$ cat src/core/dopwm_pkg.sv
// constants for the dual output pulse-width modulator
// assumes an apb slave at 32-bit data, one register per word, 25 MHz clock
// How it works
// RL1 - mode field bits 6:4 picks behaviour
// RL2 - prescale bits 3:2 divide 1/4/16/64
// RL3 - source bits 1:0: xtal/15, xtal, pin, pll
// RL4 - control write clears the counter
// RL5 - low byte held hidden, high write loads; 8-bit modes load the low byte directly
// RL6 - new value applies from next cycle
// RL7 - disabled mode releases both pins
// RL8 - single mode period from value_b
// RL9 - single mode high time from value_a
// RL10 - twin 8-bit period is value_b low plus one
// RL11 - twin 8-bit a falls at value_a low
// RL12 - twin 8-bit b rises b_high, falls a_high
// RL13 - twin 16-bit counter runs full 65536
// RL14 - twin 16-bit a high below value_a
// RL15 - twin 16-bit b high below value_b
// RL16 - twin 16-bit both rise at wrap
// RL17 - nrz sigma-delta, exact count per 65536
// RL18 - dual 8-bit, own period and duty
// RL19 - rz: high half clock then low
// RL20 - reserved mode acts as disabled
// RL21 - single mode drives only output a
// RL22 - control resets to zero
package dopwm_pkg;
   // register indices; byte address is four times the index
   localparam logic [7:0] CTRL_IDX = 8'hae;
   localparam logic [7:0] VA_LO_IDX = 8'haf;
   localparam logic [7:0] VA_HI_IDX = 8'hb0;
   localparam logic [7:0] VB_LO_IDX = 8'hb1;
   localparam logic [7:0] VB_HI_IDX = 8'hb2;
   localparam logic [7:0] STAT_IDX = 8'hb3;
   localparam int ADDR_W = 10;
   localparam logic [7:0] CTRL_RST = 8'h00;
   localparam logic [15:0] VAL_RST = 16'h0000;
   localparam int MODE_LSB = 4;
   localparam int PRE_LSB = 2;
   localparam int SRC_LSB = 0;
   localparam logic [2:0] MODE_OFF = 3'h0;
   localparam logic [2:0] MODE_SINGLE = 3'h1;
   localparam logic [2:0] MODE_TWIN8 = 3'h2;
   localparam logic [2:0] MODE_TWIN16 = 3'h3;
   localparam logic [2:0] MODE_NRZ = 3'h4;
   localparam logic [2:0] MODE_DUAL8 = 3'h5;
   localparam logic [2:0] MODE_RZ = 3'h6;
   localparam logic [1:0] SRC_XTAL_DIV = 2'h0;
   localparam logic [1:0] SRC_XTAL = 2'h1;
   localparam logic [1:0] SRC_PIN = 2'h2;
   localparam logic [1:0] SRC_PLL = 2'h3;
   localparam int XTAL_DIV = 15;
   localparam logic [5:0] PRE_DIV1_M1 = 6'h00;
   localparam logic [5:0] PRE_DIV4_M1 = 6'h03;
   localparam logic [5:0] PRE_DIV16_M1 = 6'h0f;
   localparam logic [5:0] PRE_DIV64_M1 = 6'h3f;
   localparam int SYNC_PINS = 3;
endpackage : dopwm_pkg

$ cat src/core/dopwm_core.sv
// dual output pulse-width modulator with apb register access
// assumes clock-source pins toggle slower than half of sys_clk_i
//
// Implementation choice: the APB register port.
`timescale 1ns/1ps
module dopwm_core
   import dopwm_pkg::*;
#(
   parameter int VAL_W = 16
)
(
   input wire logic sys_clk_i,
   input wire logic rstn_i,
   input wire logic psel_i,
   input wire logic penable_i,
   input wire logic pwrite_i,
   input wire logic [ADDR_W-1:0] paddr_i,
   input wire logic [31:0] pwdata_i,
   output logic [31:0] prdata_o,
   output logic pready_o,
   output logic pslverr_o,
   input wire logic xtal_clk_i,
   input wire logic pll_clk_i,
   input wire logic external_count_clock_i,
   output logic output_a_o,
   output logic output_a_oe_n_o,
   output logic output_b_o,
   output logic output_b_oe_n_o
);
   if (VAL_W != 16)
   begin : g_bad_width
      $error("value registers must be 16 bits");
   end

   logic [7:0] ctrl_reg;
   logic [7:0] hid_a_reg;
   logic [7:0] hid_b_reg;
   logic [15:0] pend_a_reg;
   logic [15:0] pend_b_reg;
   logic upd_reg;
   logic [15:0] val_a_reg;
   logic [15:0] val_b_reg;
   logic [15:0] cnt_reg;
   logic [7:0] cnt_b_reg;
   logic [15:0] acc_a_reg;
   logic [15:0] acc_b_reg;
   logic sd_a_reg;
   logic sd_b_reg;
   logic [15:0] gap_reg;
   logic [14:0] half_reg;
   logic [14:0] rz_a_reg;
   logic [14:0] rz_b_reg;
   logic tw_b_reg;
   logic out_a_reg;
   logic out_b_reg;
   logic [31:0] prdata_reg;
   logic [SYNC_PINS-1:0] pins;
   logic [SYNC_PINS-1:0] rises;
   logic [2:0] mode;
   logic tick;
   logic wr;
   logic ctrl_wr;
   logic is8;
   logic cyc_end;
   logic wrap;
   logic [16:0] sum_a;
   logic [16:0] sum_b;
   logic [15:0] per_m1;
   logic [14:0] rz_load;
   logic out_a_next;
   logic out_b_next;

   // decode of the word index into a register select
   function automatic logic [2:0] dopwm_sel(input logic [ADDR_W-1:0] a);
      logic [7:0] idx;
      idx = a[ADDR_W-1:2];
      if (idx == CTRL_IDX) return 3'h1;
      if (idx == VA_LO_IDX) return 3'h2;
      if (idx == VA_HI_IDX) return 3'h3;
      if (idx == VB_LO_IDX) return 3'h4;
      if (idx == VB_HI_IDX) return 3'h5;
      if (idx == STAT_IDX) return 3'h6;
      return 3'h0;
   endfunction : dopwm_sel

   // ---- clock source pins and prescaler
   assign pins = {pll_clk_i, external_count_clock_i, xtal_clk_i};

   for (genvar i = 0; i < SYNC_PINS; i++)
   begin : g_sync
      dopwm_pin_sync u_sync
      (
         .sys_clk_i(sys_clk_i),
         .rstn_i(rstn_i),
         .pin_i(pins[i]),
         .rise_o(rises[i])
      );
   end

   dopwm_prescale u_pre
   (
      .sys_clk_i(sys_clk_i),
      .rstn_i(rstn_i),
      .clear_i(ctrl_wr),
      .src_i(ctrl_reg[SRC_LSB +: 2]),
      .pre_i(ctrl_reg[PRE_LSB +: 2]),
      .xtal_rise_i(rises[0]),
      .pin_rise_i(rises[1]),
      .pll_rise_i(rises[2]),
      .tick_o(tick)
   );

   // ---- apb slave, zero wait states
   assign pready_o = psel_i & penable_i;
   assign pslverr_o = psel_i & penable_i & (dopwm_sel(paddr_i) == 3'h0);
   assign wr = psel_i & penable_i & pwrite_i;
   assign ctrl_wr = wr & (dopwm_sel(paddr_i) == 3'h1);
   assign prdata_o = prdata_reg;

   always_ff @(posedge sys_clk_i or negedge rstn_i)
   begin
      if (!rstn_i)
         prdata_reg <= 32'h0000_0000;
      else if (psel_i & ~penable_i & ~pwrite_i)
      begin
         unique case (dopwm_sel(paddr_i))
            3'h1: prdata_reg <= {24'h00_0000, 1'b0, ctrl_reg[6:0]};
            3'h2: prdata_reg <= {24'h00_0000, val_a_reg[7:0]};
            3'h3: prdata_reg <= {24'h00_0000, val_a_reg[15:8]};
            3'h4: prdata_reg <= {24'h00_0000, val_b_reg[7:0]};
            3'h5: prdata_reg <= {24'h00_0000, val_b_reg[15:8]};
            3'h6: prdata_reg <= {13'h0000, upd_reg, output_b_o, output_a_o,
                                 cnt_reg};
            default: prdata_reg <= 32'h0000_0000;
         endcase
      end
   end

   always_ff @(posedge sys_clk_i or negedge rstn_i)
   begin
      if (!rstn_i)
         ctrl_reg <= CTRL_RST; // [RL22]
      else if (ctrl_wr)
         ctrl_reg <= {1'b0, pwdata_i[6:0]}; // [RL1]
   end

   assign mode = ctrl_reg[MODE_LSB +: 3]; // [RL1]
   assign is8 = (mode == MODE_TWIN8) | (mode == MODE_DUAL8);

   // ---- value registers: hidden low byte, pending word, live word
   always_ff @(posedge sys_clk_i or negedge rstn_i)
   begin
      if (!rstn_i)
      begin
         hid_a_reg <= 8'h00;
         hid_b_reg <= 8'h00;
      end
      else if (wr)
      begin
         if (dopwm_sel(paddr_i) == 3'h2)
            hid_a_reg <= pwdata_i[7:0]; // [RL5]
         if (dopwm_sel(paddr_i) == 3'h4)
            hid_b_reg <= pwdata_i[7:0]; // [RL5]
      end
   end

   // 8-bit modes take each byte on its own; 16-bit modes pair bytes
   always_ff @(posedge sys_clk_i or negedge rstn_i)
   begin
      if (!rstn_i)
      begin
         pend_a_reg <= VAL_RST;
         pend_b_reg <= VAL_RST;
      end
      else if (wr)
      begin
         unique case (dopwm_sel(paddr_i))
            3'h2: if (is8) pend_a_reg[7:0] <= pwdata_i[7:0];
            3'h3: pend_a_reg <= {pwdata_i[7:0],
                                 is8 ? pend_a_reg[7:0] : hid_a_reg}; // [RL5]
            3'h4: if (is8) pend_b_reg[7:0] <= pwdata_i[7:0];
            3'h5: pend_b_reg <= {pwdata_i[7:0],
                                 is8 ? pend_b_reg[7:0] : hid_b_reg}; // [RL5]
            default: ;
         endcase
      end
   end

   // a new value waits for the end of the running cycle; a write
   // landing on the same cycle as the transfer stays pending
   always_ff @(posedge sys_clk_i or negedge rstn_i)
   begin
      if (!rstn_i)
         upd_reg <= 1'b0;
      else if (wr & ((dopwm_sel(paddr_i) == 3'h3) |
                     (dopwm_sel(paddr_i) == 3'h5) |
                     (is8 & ((dopwm_sel(paddr_i) == 3'h2) |
                             (dopwm_sel(paddr_i) == 3'h4)))))
         upd_reg <= 1'b1;
      else if (wrap | (mode == MODE_OFF) | (mode == 3'h7))
         upd_reg <= 1'b0;
   end

   always_ff @(posedge sys_clk_i or negedge rstn_i)
   begin
      if (!rstn_i)
      begin
         val_a_reg <= VAL_RST;
         val_b_reg <= VAL_RST;
      end
      else if (upd_reg & (wrap | (mode == MODE_OFF) | (mode == 3'h7)))
      begin
         val_a_reg <= pend_a_reg; // [RL6]
         val_b_reg <= pend_b_reg; // [RL6]
      end
   end

   // ---- counter
   assign per_m1 = val_b_reg - 16'h0001; // [RL8] zero means 65536

   always_comb
   begin
      unique case (mode)
         MODE_SINGLE: cyc_end = (cnt_reg == per_m1); // [RL8]
         MODE_TWIN8: cyc_end = (cnt_reg[7:0] == val_b_reg[7:0]); // [RL10]
         MODE_TWIN16: cyc_end = (cnt_reg == 16'hffff); // [RL13]
         MODE_DUAL8: cyc_end = (cnt_reg[7:0] == val_b_reg[7:0]); // [RL18]
         MODE_NRZ, MODE_RZ: cyc_end = 1'b1;
         default: cyc_end = 1'b0;
      endcase
   end

   assign wrap = tick & cyc_end;

   always_ff @(posedge sys_clk_i or negedge rstn_i)
   begin
      if (!rstn_i)
         cnt_reg <= 16'h0000;
      else if (ctrl_wr | (mode == MODE_OFF) | (mode == 3'h7))
         cnt_reg <= 16'h0000; // [RL4] [RL20]
      else if (tick)
         cnt_reg <= cyc_end ? 16'h0000 : cnt_reg + 16'h0001;
   end

   // output b of dual 8-bit mode runs its own period
   always_ff @(posedge sys_clk_i or negedge rstn_i)
   begin
      if (!rstn_i)
         cnt_b_reg <= 8'h00;
      else if (ctrl_wr | (mode != MODE_DUAL8))
         cnt_b_reg <= 8'h00; // [RL4]
      else if (tick)
         cnt_b_reg <= (cnt_b_reg == val_b_reg[15:8]) ? 8'h00 :
                      cnt_b_reg + 8'h01; // [RL18]
   end

   // ---- sigma-delta accumulators; the carry is the output bit
   assign sum_a = {1'b0, acc_a_reg} + {1'b0, val_a_reg};
   assign sum_b = {1'b0, acc_b_reg} + {1'b0, val_b_reg};

   always_ff @(posedge sys_clk_i or negedge rstn_i)
   begin
      if (!rstn_i)
      begin
         acc_a_reg <= 16'h0000;
         acc_b_reg <= 16'h0000;
         sd_a_reg <= 1'b0;
         sd_b_reg <= 1'b0;
      end
      else if (ctrl_wr | ((mode != MODE_NRZ) & (mode != MODE_RZ)))
      begin
         acc_a_reg <= 16'h0000;
         acc_b_reg <= 16'h0000;
         sd_a_reg <= 1'b0;
         sd_b_reg <= 1'b0;
      end
      else if (tick)
      begin
         acc_a_reg <= sum_a[15:0]; // [RL17]
         acc_b_reg <= sum_b[15:0]; // [RL17]
         sd_a_reg <= sum_a[16];
         sd_b_reg <= sum_b[16];
      end
   end

   // ---- return-to-zero timing: half of the measured tick interval
   always_ff @(posedge sys_clk_i or negedge rstn_i)
   begin
      if (!rstn_i)
      begin
         gap_reg <= 16'h0000;
         half_reg <= 15'h0001;
      end
      else if (tick)
      begin
         gap_reg <= 16'h0001;
         half_reg <= (gap_reg[15:1] == 15'h0000) ? 15'h0001 : gap_reg[15:1];
      end
      else if (gap_reg != 16'hffff)
         gap_reg <= gap_reg + 16'h0001;
   end

   assign rz_load = half_reg;

   always_ff @(posedge sys_clk_i or negedge rstn_i)
   begin
      if (!rstn_i)
      begin
         rz_a_reg <= 15'h0000;
         rz_b_reg <= 15'h0000;
      end
      else if (mode != MODE_RZ)
      begin
         rz_a_reg <= 15'h0000;
         rz_b_reg <= 15'h0000;
      end
      else if (tick)
      begin
         rz_a_reg <= sum_a[16] ? rz_load : 15'h0000; // [RL19]
         rz_b_reg <= sum_b[16] ? rz_load : 15'h0000; // [RL19]
      end
      else
      begin
         if (rz_a_reg != 15'h0000)
            rz_a_reg <= rz_a_reg - 15'h0001;
         if (rz_b_reg != 15'h0000)
            rz_b_reg <= rz_b_reg - 15'h0001;
      end
   end

   // ---- twin 8-bit output b: set and clear points
   always_ff @(posedge sys_clk_i or negedge rstn_i)
   begin
      if (!rstn_i)
         tw_b_reg <= 1'b0;
      else if (mode != MODE_TWIN8)
         tw_b_reg <= 1'b0;
      else if (cnt_reg[7:0] == val_b_reg[15:8])
         tw_b_reg <= 1'b1; // [RL12]
      else if (cnt_reg[7:0] == val_a_reg[15:8])
         tw_b_reg <= 1'b0; // [RL12]
   end

   // ---- output selection
   always_comb
   begin
      unique case (mode)
         MODE_SINGLE:
         begin
            out_a_next = cnt_reg < val_a_reg; // [RL9] [RL21]
            out_b_next = 1'b0;
         end
         MODE_TWIN8:
         begin
            out_a_next = cnt_reg[7:0] < val_a_reg[7:0]; // [RL11]
            out_b_next = tw_b_reg;
         end
         MODE_TWIN16:
         begin
            out_a_next = cnt_reg < val_a_reg; // [RL14] [RL16]
            out_b_next = cnt_reg < val_b_reg; // [RL15] [RL16]
         end
         MODE_NRZ:
         begin
            out_a_next = sd_a_reg; // [RL17]
            out_b_next = sd_b_reg;
         end
         MODE_DUAL8:
         begin
            out_a_next = cnt_reg[7:0] < val_a_reg[7:0]; // [RL18]
            out_b_next = cnt_b_reg < val_a_reg[15:8]; // [RL18]
         end
         MODE_RZ:
         begin
            out_a_next = rz_a_reg != 15'h0000; // [RL19]
            out_b_next = rz_b_reg != 15'h0000;
         end
         default:
         begin
            out_a_next = 1'b0;
            out_b_next = 1'b0;
         end
      endcase
   end

   always_ff @(posedge sys_clk_i or negedge rstn_i)
   begin
      if (!rstn_i)
      begin
         out_a_reg <= 1'b0;
         out_b_reg <= 1'b0;
      end
      else
      begin
         out_a_reg <= out_a_next;
         out_b_reg <= out_b_next;
      end
   end

   assign output_a_o = out_a_reg;
   assign output_b_o = out_b_reg;
   // pins belong to the port logic unless the mode drives them
   assign output_a_oe_n_o = (mode == MODE_OFF) | (mode == 3'h7); // [RL7]
   assign output_b_oe_n_o = (mode == MODE_OFF) | (mode == 3'h7) |
                            (mode == MODE_SINGLE); // [RL7] [RL20] [RL21]
endmodule : dopwm_core

$ cat src/core/dopwm_pin_sync.sv
// three-stage synchroniser with rising edge pulse for a clock-like pin
// assumes the pin toggles slower than half of sys_clk_i
`timescale 1ns/1ps
module dopwm_pin_sync
(
   input wire logic sys_clk_i,
   input wire logic rstn_i,
   input wire logic pin_i,
   output logic rise_o
);
   logic s1_reg;
   logic s2_reg;
   logic s3_reg;
   logic lvl_reg;

   always_ff @(posedge sys_clk_i or negedge rstn_i)
   begin
      if (!rstn_i)
      begin
         s1_reg <= 1'b0;
         s2_reg <= 1'b0;
         s3_reg <= 1'b0;
      end
      else
      begin
         s1_reg <= pin_i;
         s2_reg <= s1_reg;
         s3_reg <= s2_reg;
      end
   end

   // level changes only when stages two and three agree
   always_ff @(posedge sys_clk_i or negedge rstn_i)
   begin
      if (!rstn_i)
         lvl_reg <= 1'b0;
      else if (s2_reg == s3_reg)
         lvl_reg <= s3_reg;
   end

   assign rise_o = (s2_reg == s3_reg) & s3_reg & ~lvl_reg;
endmodule : dopwm_pin_sync

$ cat src/core/dopwm_prescale.sv
// source selection, crystal divider and counter prescaler
// assumes source edges arrive as one-cycle pulses on sys_clk_i
`timescale 1ns/1ps
module dopwm_prescale
   import dopwm_pkg::*;
#(
   parameter int XDIV = XTAL_DIV
)
(
   input wire logic sys_clk_i,
   input wire logic rstn_i,
   input wire logic clear_i,
   input wire logic [1:0] src_i,
   input wire logic [1:0] pre_i,
   input wire logic xtal_rise_i,
   input wire logic pin_rise_i,
   input wire logic pll_rise_i,
   output logic tick_o
);
   localparam logic [3:0] XDIV_M1 = 4'(XDIV - 1);
   logic [3:0] xdiv_reg;
   logic [5:0] pre_reg;
   logic [5:0] pre_top;
   logic src_tick;
   logic xdiv_tick;

   if (XDIV < 2 || XDIV > 16)
   begin : g_bad_div
      $error("crystal divider out of range");
   end

   assign xdiv_tick = xtal_rise_i & (xdiv_reg == XDIV_M1);

   always_ff @(posedge sys_clk_i or negedge rstn_i)
   begin
      if (!rstn_i)
         xdiv_reg <= 4'h0;
      else if (clear_i)
         xdiv_reg <= 4'h0;
      else if (xtal_rise_i)
         xdiv_reg <= xdiv_tick ? 4'h0 : xdiv_reg + 4'h1;
   end

   always_comb
   begin
      unique case (src_i) // [RL3]
         SRC_XTAL_DIV: src_tick = xdiv_tick;
         SRC_XTAL: src_tick = xtal_rise_i;
         SRC_PIN: src_tick = pin_rise_i;
         SRC_PLL: src_tick = pll_rise_i;
      endcase
      unique case (pre_i) // [RL2]
         2'h0: pre_top = PRE_DIV1_M1;
         2'h1: pre_top = PRE_DIV4_M1;
         2'h2: pre_top = PRE_DIV16_M1;
         2'h3: pre_top = PRE_DIV64_M1;
      endcase
   end

   always_ff @(posedge sys_clk_i or negedge rstn_i)
   begin
      if (!rstn_i)
         pre_reg <= 6'h00;
      else if (clear_i)
         pre_reg <= 6'h00;
      else if (src_tick)
         pre_reg <= (pre_reg >= pre_top) ? 6'h00 : pre_reg + 6'h01; // [RL2]
   end

   assign tick_o = src_tick & (pre_reg >= pre_top) & ~clear_i;
endmodule : dopwm_prescale

$ cat config.mk
export PLATFORM = sky130hd
export DESIGN_NAME = dopwm_core
export DESIGN_NICKNAME = d
export VERILOG_FILES = /design/src/core/dopwm_pkg.sv /design/src/core/dopwm_core.sv /design/src/core/dopwm_pin_sync.sv /design/src/core/dopwm_prescale.sv
export SDC_FILE = /design/constraint.sdc
export NUM_CORES = 1
export LEC_CHECK = 0
export BUFFER_PORTS_ARGS = -buffer_cell sky130_fd_sc_hd__buf_2
export CAP_MARGIN = 10
export CORE_MARGIN = 1.5
export CORE_UTILIZATION = 69
export CTS_BUF_LIST = sky130_fd_sc_hd__clkbuf_8
export CTS_CLUSTER_SIZE = 28
export DETAILED_ROUTE_END_ITERATION = 6
export PLACE_DENSITY = 0.85
export SETUP_SLACK_MARGIN = 0.2
export SKIP_CTS_REPAIR_TIMING = 1
export SLEW_MARGIN = 10
export SYNTH_ARGS = -nofsm -noshare
export SYNTH_HDL_FRONTEND = slang
export SYNTH_HIERARCHICAL = 1
export SYNTH_SLANG_ARGS = --single-unit
$ cat constraint.sdc
create_clock -name sys_clk_i -period 10.2 [get_ports sys_clk_i]
set_input_delay 3.06 -clock sys_clk_i [delete_from_list [all_inputs] [get_ports sys_clk_i]]
set_output_delay 3.06 -clock sys_clk_i [all_outputs]
set_load 0.02 [all_outputs]
==> impl_results.md, run 1 <==
- YS warnings: 6
- Async SR Flop Fraction: 1.00
- Clock Sinks: between 200 and 300
- Number of H-tree levels: 2
- # diodes: 0
- FF/Latch Area: 6280 µm²
- Cell Rows: 53
- Most common cell after layout, fill and taps aside: dfrtp_1
- Ports: between 80 and 90
- Top FF cell, synth: dfrtp_1
- Clk_skew: 0.0280 ns
- Distinct cells, synth: 83
- Final Net Count: 1679
- Port buffer count: 48
- Syn-to-layout area delta: 8.77%
- DR WL/cell: 20.3 µm
- Overall power: approximately 2400 µW
- Max-slew violation count: 0
- Initial antenna violation count: 0
- Post-synth top area cell: dfrtp_1
- Reg2reg setup slack: roughly 6.0 ns
- Synth Instances: between 1500 and 2000
- Yosys reg bits: 251
- Layout cell share with drive strength beyond 1: 0.157
- Final worst path period share: 0.694
- Cell Pwr Density: 147 nW/µm²
- Highest clock rate: 0.141 GHz
- Die W: between 150 and 200 µm
- Pleak: 0.00809 µW
- RSZ-0062 raised after global routing: no
- Syn Area/Cell: 9.98 µm²
- Final setup TNS: 0 ns
- Most frequent cells in the layout: dfrtp_1, nand2_1, nor2_1
- Total die area: 22700 µm²
- Root buffer cell: clkbuf_8
- Routed vias/inst: 6.59
- Worst Path Required: between 7 and 8 ns
- Clock slew seen by the registers of the worst setup and hold paths: 0.06 ns
- Max reg flops: 19
- Initial Util: 0.709
- Fin crit period: 7.08 ns
- Top post-synthesis cells by area: dfrtp_1, ha_1, mux2_2, xnor2_1, mux2_4
- Type of the tightest min-delay check: reg -> reg
- Grt ovf: 0
- Final HPWL DP: 25.2 mm
- Crit-path max FO: 3
- Seq/Total Area, Yosys: 0.418
- Crit Path Class: in -> out
- Finished Core Util: 0.771
- Final GP Congestion: 0.917
- Worst slew margin: 0.220
- Height of the die: 151 µm
- Worst VDD drop: 0.134 mV
- Largest net degree at the start of global routing: 140
- Least-Margin Pin Slew: 1.17 ns
- Footprint of the multi-input gates: 8190 µm²
- Clock Tree Buf Depth: 3
- Drt pass-1 iters: 5
- Clk_lat worst skew: 0.55 ns
- Setup crit start kind: primary input
- Post-route antenna net violation count: 0
- First-pass GRT wire length: 60.9 mm
- Vias in the first global route: 12200
- Final setup fails: 0
- CP arrival: about 4.0 ns
- DRC: 0
- # fillers: 1401
- Core box area: 21200 µm²
- Max_cap viols: 0
- EDFF count, synth: 0
- Total CTS buffers: 43
- DRT Wirelength: 37.6 mm
- CTS tree: done
- Initial drt markers: roughly 1100
- Yosys top cell area share: 0.416
- GRT Overall Usage: 0.342
- Final Hold Fails: 0
- Mapped cell area: 15000 µm²
- Vias: 12200
- Crit end category: output pin
- Status: complete, no violations
[per-stage QoR]
step / hold slack [ns] / instances / cell area [µm²] / setup WS [ns]
final: 0.349 / 1849 / 16400 / 3.12
after global routing: 0.363 / 1849 / 16400 / 3.08
after CTS: 0.349 / 1849 / 16400 / 3.12
after detailed placement: 0.336 / 1769 / 15400 / 3.13
after global placement: 0.333 / 1769 / 15400 / 3.13
after floorplan: 0.331 / 1520 / 15100 / 3.35
[worst paths after layout]
kind	from	endpoint	cells past startpoint
max	paddr_i[5]	pslverr_o	5
min	g_sync[1].u_sync/s1_reg$_DFF_PN0_	g_sync[1].u_sync/s2_reg$_DFF_PN0_	0
max reg2reg	ctrl_reg[6]$_DFFE_PN0P_	cnt_reg[6]$_DFFE_PN0P_	9
min reg2reg	g_sync[1].u_sync/s1_reg$_DFF_PN0_	g_sync[1].u_sync/s2_reg$_DFF_PN0_	0
max in group asynchronous	rstn_i	sd_b_reg$_DFFE_PN0P_	2
min in group asynchronous	rstn_i	prdata_o[12]$_DFFE_PN0P_	1
[cells in the mapped netlist (all sizes together), types with 8 or more instances]
library cell,instances
a211oi,9
a21o,33
a21oi,85
a22o,25
a31oi,11
and3,14
buf,32
clkbuf,54
dfrtp,250
ha,88
inv,59
mux2,85
mux2i,26
mux4,8
nand2,127
nand2b,20
nand3,34
nand4,17
nor2,99
nor2b,13
nor3,31
nor4,25
o2111ai,9
o211ai,8
o21a,8
o21ai,97
o2bb2ai,15
or3,27
or4,11
xnor2,60
xor2,33
[worst max-delay path, stage by stage]
cell and delay, ns:
buf_2 0.11, or3b_2 0.48, a21oi_1 0.16, nor2b_1 0.05, buf_2 0.15
[cell type report]
cell class,count,share of cell area
Clock inverter,20,0.00879
Clock buffer,60,0.0505
Tap cell,275,0.0210
Timing Repair Buffer,60,0.0216
Multi-Input combinational cell,1123,0.501
Sequential cell,251,0.384
Inverter,60,0.0138
[power breakdown]
| part | switching, µW | internal [µW] | total, µW |
|---|---|---|---|
| registers | 78.1 | 1050 | 1130 |
| logic | 165 | 118 | 283 |
| clock network | 416 | 575 | 991 |
| total | 658 | 1740 | 2400 |
[per-layer routing]
layer,share of wire,wire [µm],up-vias,global-route usage
met5,0,0,-,0
met2,0.46,17200,591,0.546
li1,-,-,5515,-
met4,0.049,1840,0,0.168
met3,0.092,3470,169,0.0761
met1,0.40,15100,5915,0.441
[cell families (layout without fill, tap and decap cells)]
kind of cell,count (synthesis),in the layout,share of synthesized area
compound gates,360,360,0.160
xor+xnor,93,93,0.0541
fa+ha+maj,91,91,0.0765
buf+inv,146,200,0.0427
flops,251,251,0.418
mux,119,119,0.101
other cells,1,13,0.000249
simple gates,447,447,0.148
Power figures use the tool's default switching activity.
==> inputs of run 2 (changes only) <==
--- a/config.mk
+++ b/config.mk
@@ -8,11 +8,11 @@
 export BUFFER_PORTS_ARGS = -buffer_cell sky130_fd_sc_hd__buf_2
 export CAP_MARGIN = 10
 export CORE_MARGIN = 1.5
-export CORE_UTILIZATION = 69
+export CORE_UTILIZATION = 58
 export CTS_BUF_LIST = sky130_fd_sc_hd__clkbuf_8
 export CTS_CLUSTER_SIZE = 28
 export DETAILED_ROUTE_END_ITERATION = 6
-export PLACE_DENSITY = 0.85
+export PLACE_DENSITY = 0.75
 export SETUP_SLACK_MARGIN = 0.2
 export SKIP_CTS_REPAIR_TIMING = 1
 export SLEW_MARGIN = 10
==> constraint.sdc (replaced) <==
create_clock -name sys_clk_i -period 5.9 [get_ports sys_clk_i]
set_input_delay 1.77 -clock sys_clk_i [delete_from_list [all_inputs] [get_ports sys_clk_i]]
set_output_delay 1.77 -clock sys_clk_i [all_outputs]
set_load 0.02 [all_outputs]
==> impl_results.md, run 2 (synthesis results as in run 1) <==
- Routed vias/inst: 6.13 (-6.9%)
- Gate power share: 0.119 (about the same)
- Final Net Count: 1689 (+0.60%)
- Status: complete, no violations
- Worst Hold End: g_sync[0].u_sync/s2_reg$_DFF_PN0_
- Total CTS buffers: 43 (unchanged)
- CTS tree: done
- Final HPWL DP: 24.9 mm (-1.2%)
- Hold path startpoint: g_sync[0].u_sync/s1_reg$_DFF_PN0_
- Final GP Congestion: 0.946 (+3.2%)
- Largest net degree at the start of global routing: 125 (-11%)
- Highest clock rate: 0.222 GHz
- Hold slack: 0.350 ns (+0.00155 ns)
- Port buffer count: 48 (unchanged)
- Initial drt markers: 1045 (-4.2%)
- DRT Wirelength: 36.0 mm (-4.1%)
- Initial Util: 0.594 (-0.115)
- GRT Overall Usage: 0.277 (-0.0649)
- Final setup fails: 0 (unchanged)
- P_int: 2910 µW (+67%)
- Post-route antenna net violation count: 0 (unchanged)
- Root buffer cell: clkbuf_8
- Die W: 164 µm (+8.9%)
- Worst Path Required: 4.13 ns (-3.01 ns)
- R2R Path End: val_b_reg[15]$_DFFE_PN0P_
- Crit path from: paddr_i[5]
- Vias in the first global route: 11300 (-7.7%)
- Total die area: 26900 µm² (+19%)
- # fillers: 1984 (+42%)
- Fin crit period: 4.51 ns
- Clk_lat worst skew: 0.55 ns (about the same)
- Most common cell after layout, fill and taps aside: dfrtp_1
- Crit-path max FO: 3 (unchanged)
- Reg power frac: 0.484 (+0.014)
- Crit Path Class: in -> out
- Type of the tightest min-delay check: reg -> reg
- Crit-path cells: buf_2 -> or3b_2 -> a21oi_1 -> nor2b_1 -> buf_2
- RSZ-0062 raised after global routing: no
- DRC: 0 (unchanged)
- # diodes: 0 (unchanged)
- R2R depth: 9 (unchanged)
- Clk_skew: 0.0270 ns (-0.00101 ns)
- Final setup TNS: 0 ns (unchanged)
- Initial antenna violation count: 1 (+1)
- Ports: 88 (unchanged)
- Syn-to-layout area delta: 9.14%
- Max_cap viols: 0 (unchanged)
- Max-slew violation count: 0 (unchanged)
- Net Sw Power: 1120 µW (+70%)
- Cell Pwr Density: 245 nW/µm² (+67%)
- Switch share: 0.277 (+0.00306)
- Clock share of power: 0.397 (-0.016)
- Clock slew seen by the registers of the worst setup and hold paths: 0.06 ns (about the same)
- Setup ws final: 1.39 ns (-1.73 ns)
- Vias: 11700 (-4.0%)
- Worst VDD drop: 0.205 mV (+53%)
- Finished Core Util: 0.648 (-0.123)
- DR WL/cell: 18.9 µm (-7.0%)
- Pre-CTS WS: 1.02 ns (-2.11 ns)
- Most frequent cells in the layout: dfrtp_1, nand2_1, nor2_1
- Hold Path Stages: 0 (unchanged)
- Pleak: 0.00808 µW (about the same)
- Reg2reg setup slack: 2.06 ns (-3.89 ns)
- Drt pass-1 iters: 6 (+1)
- Grt ovf: 0 (unchanged)
- Setup crit start kind: primary input
- Clock Sinks: 251 (unchanged)
- Cell Rows: 58 (+9.4%)
- Max reg flops: 19 (unchanged)
- Final worst path period share: 0.764
- Crit end category: output pin
- Core box area: 25300 µm² (+19%)
- Height of the die: 164 µm (+8.9%)
- Number of H-tree levels: 2 (unchanged)
- Overall power: 4030 µW (+68%)
- CP arrival: 2.74 ns (-1.28 ns)
- Clock Tree Buf Depth: 3 (unchanged)
- Final Hold Fails: 0 (unchanged)
- First-pass GRT wire length: 58.6 mm (-3.7%)
- Least-Margin Pin Slew: 1.05 ns (-0.123 ns)
- RR Startpoint: ctrl_reg[6]$_DFFE_PN0P_
- Crit-path max cell delay: 0.49 ns (about the same)
- Layout cell share with drive strength beyond 1: 0.160 (+0.00351)
- Crit-path slowest cell: or3b_2
- Worst slew margin: 0.300 (+0.0804)
- Most used cell, CP: buf_2
[run 2: changes by cell type in the layout (fill, tap and decap cells not counted)]
cell / previous run / this run
buf_4: 11 / 21
clkinvlp_4: 1 / 2
bufinv_16: 2 / 1
clkbuf_8: 60 / 56
inv_1: 71 / 68
[run 2: layer usage]
layer,vias to the layer above,global-route usage,part of all wire
li1,5543,-,-
met5,-,0,0.00031
met4,2,0.114,0.037
met3,114,0.0606,0.077
met1,5629,0.386,0.45
met2,411,0.419,0.44
[run 2: final cells by class]
cell class                 instances  area (µm²)  area share
inverter                          60         225      0.0137
sequential                       251        6280       0.383
tap                              330         413      0.0251
clock inverter                    17         110     0.00670
multi-input combinational       1123        8190       0.499
timing repair buffer              70         428      0.0261
clock buffer                      56         771      0.0469
[run 2: power groups by stage]
stage,clock network (µW),logic [µW],registers (µW)
after global placement,0,458,1970
after floorplan,0,374,1920
after CTS,1640,480,1950
after detailed placement,0,478,1980
after global routing,1720,544,1960
final,1600,479,1950
[run 2: stage by stage]
stage	instance area, µm²	std cells
global route	16400	1907
CTS	16400	1907
floorplan	15100	1520
finish	16400	1907
global placement	15500	1834
detailed placement	15500	1834
[run 2: critical path, delay by kind of cell]
kind	cells	cell delay [ns]
simple gates	2	0.55
buf+inv	2	0.25
compound gates	1	0.16
[run 2: how the worst max path moves through the flow]
| stage | end |
|---|---|
| global route | pslverr_o |
| detailed placement | val_a_reg[15]$_DFFE_PN0P_ |
| finish | pslverr_o |
| CTS | pslverr_o |
| global placement | val_a_reg[15]$_DFFE_PN0P_ |
| floorplan | cnt_b_reg[0]$_DFFE_PN0P_ |
